[config.mk]
export PLATFORM = sky130hd
export DESIGN_NAME = aic_input_config
export DESIGN_NICKNAME = d
export VERILOG_FILES = /design/src/shared/aic_pkg.sv /design/src/aic_input_config.sv
export SDC_FILE = /design/constraint.sdc
export NUM_CORES = 1
export LEC_CHECK = 0
export ABC_AREA = 1
export BUFFER_PORTS_ARGS = -buffer_cell sky130_fd_sc_hd__clkbuf_2
export CAP_MARGIN = 20
export CORE_UTILIZATION = 55
export CTS_BUF_LIST = sky130_fd_sc_hd__clkbuf_4 sky130_fd_sc_hd__clkbuf_8
export CTS_CLUSTER_SIZE = 16
export DETAILED_ROUTE_END_ITERATION = 8
export PLACE_DENSITY = 0.81
export RECOVER_POWER = 100
export SKIP_CTS_REPAIR_TIMING = 1
export SLEW_MARGIN = 25
export SYNTH_ARGS = -nofsm -noshare
export SYNTH_HDL_FRONTEND = slang
export SYNTH_SLANG_ARGS = --single-unit
[constraint.sdc]
create_clock -name core_clk -period 2.46 [get_ports core_clk]
set_input_delay 0.246 -clock core_clk [delete_from_list [all_inputs] [get_ports core_clk]]
set_output_delay 0.246 -clock core_clk [all_outputs]
set_load 0.02 [all_outputs]
[src/shared/aic_pkg.sv]
// Purpose: Shared constants and types for the input channel config block
// Assumes: Ten-bit write-only config register on a parallel data bus
// Notes:   Selection code is config bits 7..3 as {scan,pair[1:0],pick[1:0]}
package aic_pkg;

  // Register geometry and reset value
  localparam int          AIC_CFG_W      = 10;      // Config register width
  localparam logic [9:0]  AIC_CFG_RESET  = 10'h020; // Pair-count low bit set
  localparam logic [1:0]  AIC_SEL_CFG    = 2'h0;    // Register select code

  // Field positions
  localparam int          AIC_REF_BIT    = 0;       // Reference source
  localparam int          AIC_PD_BIT     = 2;       // Power down
  localparam int          AIC_SEL_LSB    = 3;       // Selection code base
  localparam int          AIC_SEL_W      = 5;       // Selection code width
  localparam int          AIC_TEST_LSB   = 8;       // Test select base
  localparam int          AIC_IDX_W      = 2;       // Sequence index width

  // Selection codes that the hardware knows
  localparam logic [4:0]  AIC_SE_A_POS   = 5'h00;   // Single input_a_pos
  localparam logic [4:0]  AIC_SE_A_NEG   = 5'h01;   // Single input_a_neg
  localparam logic [4:0]  AIC_SE_B_POS   = 5'h02;   // Single input_b_pos
  localparam logic [4:0]  AIC_SE_B_NEG   = 5'h03;   // Single input_b_neg
  localparam logic [4:0]  AIC_DF_A       = 5'h04;   // Single pair A
  localparam logic [4:0]  AIC_DF_B       = 5'h05;   // Single pair B
  localparam logic [4:0]  AIC_SCAN_SE2   = 5'h11;   // Two single inputs
  localparam logic [4:0]  AIC_SCAN_SE3   = 5'h12;   // Three single inputs
  localparam logic [4:0]  AIC_SCAN_SE4   = 5'h13;   // Four single inputs
  localparam logic [4:0]  AIC_SCAN_S1D1  = 5'h15;   // One single, pair B
  localparam logic [4:0]  AIC_SCAN_S2D1  = 5'h16;   // Two single, pair B
  localparam logic [4:0]  AIC_SCAN_D2    = 5'h19;   // Pair A, pair B

  // Analog source picked for one conversion slot
  typedef enum logic [2:0] {
    AIC_IN_A_POS,
    AIC_IN_A_NEG,
    AIC_IN_B_POS,
    AIC_IN_B_NEG,
    AIC_IN_PAIR_A,
    AIC_IN_PAIR_B
  } aic_input_t;

  // Test voltage selection, in field order
  typedef enum logic [1:0] {
    AIC_TEST_NORMAL,
    AIC_TEST_TOP,
    AIC_TEST_MID,
    AIC_TEST_BOTTOM
  } aic_test_t;

  // What the converter core samples in one slot
  typedef struct packed {
    aic_input_t src;   // Source for this slot
    logic       diff;  // Differential measurement
  } aic_slot_t;

endpackage

[src/aic_input_config.sv]
// Purpose: Input config register decode and autoscan channel sequencer
// Assumes: Host writes over the parallel bus; one slot pulse per conversion
// Notes:   Reserved selection codes keep the old selection, other fields load
//
// What this block does
// - Bit 0 picks internal or external reference
// - Bit 2 powers down; register access continues
// - Bits 4:3 form the channel pick field
// - Bits 6:5 pair count, resets to 01
// - Bit 7 turns autoscan on or off
// - Bits 9:8 select internal test voltage
// - Single-ended pick 0..3 selects four inputs
// - Pair count 1 picks pair A or B
// - Scan sequences repeat, one input per slot
// - Scan code 11 cycles a_pos, a_neg
// - Scan code 12 adds b_pos third
// - Scan code 13 cycles all four inputs
// - Scan code 15 alternates a_pos, pair B
// - Scan code 16 cycles a_pos, a_neg, pair B
// - Scan code 19 alternates pair A, pair B
// - Test code gives normal, top, mid, bottom
// - Active-low marker on first scan slot only
`timescale 1ns/1ps
`default_nettype none

module aic_input_config
  import aic_pkg::*;
(
  input  wire logic                 core_clk,          // 250 MHz clock
  input  wire logic                 reset_n,           // Async reset, low
  input  wire logic                 cfgWrite,          // Bus write strobe
  input  wire logic [1:0]           regSel,            // Register select
  input  wire logic [AIC_CFG_W-1:0] dataIn,            // Write data
  input  wire logic                 syncGenClear,      // Sync generator clear
  input  wire logic                 convSlot,          // Conversion slot pulse
  output var  logic                 refExternal,       // External reference
  output var  logic                 powerDown,         // Converter asleep
  output var  aic_test_t            testSel,           // Test voltage choice
  output var  aic_slot_t            slot,              // Slot source
  output var  logic                 multiChannel,      // Scan running
  output var  logic                 firstChannelMark_n // First slot, low
);

  // Length of the sequence for a selection code, zero when reserved
  function automatic logic [2:0] seqLen(input logic [4:0] sel);
    unique case (sel)
      AIC_SE_A_POS, AIC_SE_A_NEG, AIC_SE_B_POS, AIC_SE_B_NEG,
      AIC_DF_A, AIC_DF_B:           seqLen = 3'h1;
      AIC_SCAN_SE2, AIC_SCAN_S1D1,
      AIC_SCAN_D2:                  seqLen = 3'h2;
      AIC_SCAN_SE3, AIC_SCAN_S2D1:  seqLen = 3'h3;
      AIC_SCAN_SE4:                 seqLen = 3'h4;
      default:                      seqLen = 3'h0;
    endcase
  endfunction

  // Source at one position of a sequence
  function automatic aic_input_t seqEntry(input logic [4:0] sel,
                                          input logic [1:0] idx);
    unique case (sel)
      AIC_SE_A_NEG:  seqEntry = AIC_IN_A_NEG;
      AIC_SE_B_POS:  seqEntry = AIC_IN_B_POS;
      AIC_SE_B_NEG:  seqEntry = AIC_IN_B_NEG;
      AIC_DF_A:      seqEntry = AIC_IN_PAIR_A;
      AIC_DF_B:      seqEntry = AIC_IN_PAIR_B;
      AIC_SCAN_SE2, AIC_SCAN_SE3, AIC_SCAN_SE4:
        seqEntry = aic_input_t'({1'b0, idx});
      AIC_SCAN_S1D1:
        seqEntry = (idx == 2'h0) ? AIC_IN_A_POS : AIC_IN_PAIR_B;
      AIC_SCAN_S2D1:
        seqEntry = (idx == 2'h2) ? AIC_IN_PAIR_B
                                 : aic_input_t'({1'b0, idx});
      AIC_SCAN_D2:
        seqEntry = (idx == 2'h0) ? AIC_IN_PAIR_A : AIC_IN_PAIR_B;
      default:       seqEntry = AIC_IN_A_POS;
    endcase
  endfunction

  // Registered state
  logic                 refExt_q;       // Reference source
  logic                 pd_q;           // Power down
  aic_test_t            test_q;         // Test select
  logic [AIC_SEL_W-1:0] sel_q;          // Active selection code
  logic [AIC_IDX_W-1:0] idx_q;          // Next sequence position
  aic_slot_t            slot_q;         // Last issued slot
  logic                 multi_q;        // More than one input
  logic                 mark_n_q;       // First-slot marker

  // Decode of the bus write
  wire                  cfgHit  = cfgWrite && (regSel == AIC_SEL_CFG);
  wire [AIC_SEL_W-1:0]  newSel  = dataIn[AIC_SEL_LSB +: AIC_SEL_W];
  wire                  selOk   = (seqLen(newSel) != 3'h0);
  wire                  selLoad = cfgHit && selOk;
  wire [AIC_SEL_W-1:0]  sel_d   = selLoad ? newSel : sel_q;
  wire [2:0]            curLen  = seqLen(sel_q);
  wire                  multiNow = (curLen > 3'h1);
  wire                  advance = convSlot && !pd_q;
  wire [2:0]            idxInc  = {1'b0, idx_q} + 3'h1;
  wire                  idxWrap = (idxInc >= curLen);

  // Sequence index next value
  wire [AIC_IDX_W-1:0]  idx_d   = (selLoad || syncGenClear) ? '0 :
                                  (advance && idxWrap)      ? '0 :
                                  advance ? idxInc[AIC_IDX_W-1:0] : idx_q;

  // Slot and marker next values
  wire aic_input_t      srcNext = advance ? seqEntry(sel_q, idx_q)
                                          : slot_q.src;
  wire                  diffNext = (srcNext == AIC_IN_PAIR_A) ||
                                   (srcNext == AIC_IN_PAIR_B);
  wire aic_slot_t       slot_d  = '{src: srcNext, diff: diffNext};
  wire                  mark_n_d = !multiNow ? 1'b1 :
                                   advance ? (idx_q != '0) : mark_n_q;

  // Plain config fields, bit 1 ignored
  always_ff @(posedge core_clk or negedge reset_n) begin
    if (!reset_n) begin
      refExt_q <= AIC_CFG_RESET[AIC_REF_BIT];
      pd_q     <= AIC_CFG_RESET[AIC_PD_BIT];
      test_q   <= AIC_TEST_NORMAL;
    end else if (cfgHit) begin
      refExt_q <= dataIn[AIC_REF_BIT];
      pd_q     <= dataIn[AIC_PD_BIT];
      test_q   <= aic_test_t'(dataIn[AIC_TEST_LSB +: 2]);
    end
  end

  // Selection code, reserved writes keep the old one
  always_ff @(posedge core_clk or negedge reset_n) begin
    if (!reset_n) begin
      sel_q   <= AIC_CFG_RESET[AIC_SEL_LSB +: AIC_SEL_W];
      multi_q <= 1'b0;
    end else begin
      sel_q   <= sel_d;
      multi_q <= (seqLen(sel_d) > 3'h1);
    end
  end

  // Sequencer: one source per slot, wraps to the start
  always_ff @(posedge core_clk or negedge reset_n) begin
    if (!reset_n) begin
      idx_q    <= '0;
      slot_q   <= '{src: AIC_IN_PAIR_A, diff: 1'b1};
      mark_n_q <= 1'b1;
    end else begin
      idx_q    <= idx_d;
      slot_q   <= slot_d;
      mark_n_q <= mark_n_d;
    end
  end

  // Outputs straight from flops
  assign refExternal       = refExt_q;
  assign powerDown         = pd_q;
  assign testSel           = test_q;
  assign slot              = slot_q;
  assign multiChannel      = multi_q;
  assign firstChannelMark_n = mark_n_q;

  wire hold = !cfgHit && !syncGenClear;
endmodule

`default_nettype wire

Yosys cells after proc, flatten, opt, wreduce, memory -nomap -nowiden:

Memory sizes are Yosys's and may differ from the RTL's.
Index checks and enable logic that the tools add are counted.

* add/sub/neg operators: 1
* reduce and logical (&&, ||, !) cells: 13
* $lt $le $gt $ge: 3
* muxes and demuxes: 11
* eq/ne operators: 15

Operators by type and width (count)
* == test 5 bit (second input constant): 6
* case mux 3 bit (9 select lines): 1
* == test 5 x 2 -> 1 bit (second input constant): 2
* == test 5 x 3 -> 1 bit (second input constant): 2
* two-way mux 3 bit: 3
* == test 3 bit (second input constant): 2
* greater-than comparator 3 x 1 -> 1 bit (second input constant): 2
* two-way mux 2 bit: 3
* nonzero test 3 bit: 2
* == test 5 x 1 -> 1 bit (second input constant): 1
* two-way mux 5 bit: 1
* logical AND 1 bit: 4
* zero test 2 bit: 2
* adder 2 x 1 -> 3 bit (second input constant): 1
* >= comparator 3 bit: 1
* two-way mux 1 bit: 3
* OR reduction 3 bit: 1
* == test 2 bit (second input constant): 1
* logical OR 1 bit: 2
* != test 2 x 1 -> 1 bit (second input constant): 1
* nonzero test 2 bit: 1
* zero test 1 bit: 1

* output and inout port bits: 10
* register bits: 17
* memories kept: 3
* word-level logic and storage cells: 55
* bits of input ports: 17
* memory bits (read-only): 288

Memories
* (name not given): words 32, bits a word 3, rd ports 1, clocked after Yosys merged registers in 0, wr ports 0, RTL line aic_input_config.sv:46 `unique case (sel)`
* (name not given): words 32, bits a word 3, rd ports 1, clocked after Yosys merged registers in 0, wr ports 0, RTL line aic_input_config.sv:46
* (name not given): words 32, bits a word 3, rd ports 1, clocked after Yosys merged registers in 0, wr ports 0, RTL line aic_input_config.sv:46

Depth between registers and ports, before layout:

* word-level depth: 6
* gate-level depth with buffers: 15
* mapped depth without buffers: 15

Least setup slack after synthesis:

Ideal clock, no wire load.

* path kind: reg2reg
* from: reg sel_q[1]
* to: reg idx_q[0]
* buffers on the path: 0
* data required time: 2342 ps
* setup time: 118 ps
* clock period less this slack: 1932 ps
* cell stages (with the launch flop): 14
* path slack: 528 ps
* data arrival time: 1814 ps
* cell sequence: dfrtp_1 -> inv_1 -> ha_1 -> inv_1 -> nor2_1 -> nand2_1 -> nor2_1 -> a31oi_1 -> ha_1 -> nand2_1 -> o211ai_1 -> nor3_1 -> a21oi_1 -> nor2_1

* word-level cells in the longest chain between the ends: 5
* elaborated cells on any way between the ends: 6
* classes of those cells: order compare: 1; mux: 2; reduce/logical: 2; memory: 1

RTL lines
* start, declared: RTL line aic_input_config.sv:83 `logic [AIC_SEL_W-1:0] sel_q;`
* start signal, assigned: RTL line aic_input_config.sv:131 `sel_q <= AIC_CFG_RESET[AIC_SEL_LSB +: AIC_SEL_W];`
* start signal, assigned: RTL line aic_input_config.sv:134 `sel_q <= sel_d;`
* memory read (32 x 3 bit) *
* >= comparator 3 bit *: RTL line aic_input_config.sv:99 `wire idxWrap = (idxInc >= curLen);`
* logical AND 1 bit *: RTL line aic_input_config.sv:103 `(advance && idxWrap) ? '0 :`
* two-way mux 2 bit: RTL line aic_input_config.sv:103
* two-way mux 2 bit: RTL line aic_input_config.sv:102 `wire [AIC_IDX_W-1:0] idx_d = (selLoad || syncGenClear) ? '0 :`
* end signal, assigned: RTL line aic_input_config.sv:146 `idx_q <= idx_d;`
* end, declared: RTL line aic_input_config.sv:84 `logic [AIC_IDX_W-1:0] idx_q;`

Mark *: on every way between the ends. The rest lies on a longest branch, timed or not.
A chain may end at the register's enable or synchronous reset.

Final worst setup path:

* from: reg sel_q[1]
* to: reg idx_q[1]

The elaborated chain is that of the path after synthesis.

==> metrics.cfg <==
[detailed_routing]
viasPerCell = 5.15
first_iter_violations = 26
drc = 0
detail_route.first_pass.iterations = 4
drtAntennaViolNets = 0
wirelength_um = 2410
routed-via-count = 1050
routedWlPerCell_um = 11.8

[setup_path]
cp.required_ns = 2.65
path_max_fanout = 4
start_kind = flop
crit_type = reg -> reg
critPathCaptureType = flop
arrival_ns = 2.37

[cells_and_area]
nets = 209
antenna_cells = 0
design_area_um2 = 1380
fill_cells = 176
drive_gt1_share_pct = 24.3
syn_to_final_growth_pct = 12.8

[sta]
setup_slack_ns = 0.283
fin_tns_setup_ns = 0
setup_viol = 0
clock_skew_ns = 0.00576
max_freq_ghz = 0.459
relSlewSlack_pct = 42.2
holdWs_ns = 0.182
final-max-slew-violation-count = 0
worst_slew_pin_slew_ns = 0.867
layout_min_cycle_time_ns = 2.18
rsz0062_at_grt = no
period_share_pct = 88.5
hold_viol_final = 0

[clock_tree]
cts-buffers-inserted = 3
cts_root_buffer = clkbuf_4
path_clk_slew_ns = 0.10
worstSkewPairLatency_ns = 0.29
cts_tree = built
clock-sinks = 17
htreeDepth = 1
clk_path_buf_depth = 2

[logic_synthesis]
ys_seq_area_share_pct = 35.1
syn_avg_cell_area_um2 = 8.34
netlist_area_um2 = 1230
synth_nets = 178
yosysWarningCount = 0
synth_cell_types = 28
syn_inst = 147
ys_ff_latch = 17

[grt]
grt_max_degree = 18
track_usage_pct = 21.8
grt_pass1_vias = 1000
antenna_found_initial = 0
grt-ovfl-total = 0
grt_pass1_wl_um = 4080

[power_and_ir_drop]
p_sw_share_pct = 42.4
p_per_area_nw_per_um2 = 689
combPwrFrac_pct = 42.9
switchingPower_w = 0.000404
power.leakage_nw = 0.729
pwr-share-clk_pct = 15.5
seqPwrFrac_pct = 41.6
peakVddDrop_mv = 0.609
internal-power_w = 0.000549

[placed_design]
gp_congestion = 0.815
dp_slack_ns = 0.320
post-dp-hpwl_um = 1920
placed_area_um2 = 1390
numPortBuffers = 25

[die]
io-pin-count = 27
initial_core_util_pct = 60.6
core_um2 = 2020
rows = 16
die-area_um2 = 2420
die_w_um = 49.2
die_y_um = 49.2

[status]
status = complete, no violations

[worst_hold_path]
holdCritPathClass = in -> reg

[job]
timing.max_cap.violations = 0

==> per-layer routing <==
metal	up-vias	part of all wire [%]	track usage [%]
li1	539	-	-
met1	488	46	27.1
met2	21	50	39.5
met3	2	3.5	3.12
met4	0	0.70	4.41
met5	-	0	0
==> critical path, stage by stage, from the launching register on <==
cell and delay [ns]:
dfrtp_1 0.42, inv_1 0.12, ha_1 0.21, inv_1 0.06
nor2_1 0.11, nand2_1 0.06, nor2_1 0.17, a31oi_1 0.09
ha_1 0.32, nand2_1 0.05, o211ai_1 0.20, nor2_1 0.06
a21oi_1 0.13, nor2_1 0.05
==> final timing paths <==
kind,startpoint,end,slack [ns],cells after the start
worst max-delay path,sel_q[1],idx_q[1],0.28,13
worst min register to register,slot[1],slot[1],0.50,2
max in group asynchronous,reset_n,testSel[0],1.33,2
worst min-delay path,dataIn[9],testSel[1],0.18,2
min in group asynchronous,reset_n,slot[2],0.59,2
worst max register to register,sel_q[1],idx_q[1],0.28,13
==> cells in the mapped netlist, drive strengths merged <==
library cell,n,area share (%)
o21bai,1,0.61
nor2,13,6.3
inv,24,7.3
o21ai,7,3.8
and2,1,0.51
nand3,5,3.1
mux2,4,3.7
a31oi,2,1.0
nand2,39,14
o211ai,3,1.8
clkinv,1,0.31
a21oi,8,3.6
dfstp,4,8.6
ha,14,14
nand4,6,3.1
nor3,2,1.7
dfrtp,13,27
==> layout by cell type, fill, tap and decap left out <==
master	instances
nand2_2	4
inv_1	18
inv_2	6
nand2_1	34
o21bai_1	1
nor2_1	9
dfstp_2	4
dlygate4sd3_1	1
a21oi_2	1
nor3_1	1
mux2_2	4
nor3_4	1
clkbuf_2	13
ha_1	14
o211ai_1	3
nor2_4	1
o21ai_0	4
clkbuf_1	12
nor2_8	1
nand3_1	5
o21ai_2	1
o21ai_1	2
a31oi_1	2
and2_0	1
clkbuf_4	3
nand4_1	6
nor2_2	2
dfrtp_1	13
clkinv_1	1
nand2_4	1
clkinv_2	1
a21oi_1	7
==> flip-flops by register name, summed over array words and instances (netlist names) <==
signal / count
sel_q: 5
slot: 4
idx_q: 2
testSel: 2
firstChannelMark_n: 1
multiChannel: 1
powerDown: 1
refExternal: 1
==> stage by stage <==
step / utilization [%] / power (W) / instances
6_report: 68.4 / 0.000953 / 204
5_1_grt: 68.4 / 0.00103 / 204
4_1_cts: 69.9 / 0.000979 / 203
3_5_place_dp: 68.5 / 0.000826 / 199
3_3_place_gp: 68.5 / 0.000807 / 199
2_1_floorplan: - / 0.000704 / 147
==> power by group through the flow <==
| stage | clock [W] | combinational (W) | sequential (W) |
|---|---|---|---|
| after floorplan | 0 | 0.000260 | 0.000444 |
| after global placement | 0 | 0.000410 | 0.000398 |
| after detailed placement | 0 | 0.000424 | 0.000403 |
| after CTS | 0.000153 | 0.000428 | 0.000397 |
| after global routing | 0.000163 | 0.000465 | 0.000405 |
| final | 0.000148 | 0.000409 | 0.000396 |
==> logic make-up (layout without fill, tap and decap cells) <==
group,count (synthesis),count (layout),share of synthesized area (%)
and+or+nand+nor,66,66,28.5
buffers and inverters,25,55,7.65
AOI/OAI and AO/OA,21,21,10.8
DFF,17,17,35.1
adders and majority gates,14,14,14.3
muxes,4,4,3.67
==> area by class of cell <==
cell class,count,area (µm²),area share [%]
clock inverters,1,5.00,0.362
well taps,27,33.8,2.44
inverters,25,93.8,6.79
repair buffers,26,120,8.69
clock buffers,3,22.5,1.63
multi-input cells,105,677,49.0
flip-flops and latches,17,430,31.1
(Power assumes the default switching activity.)
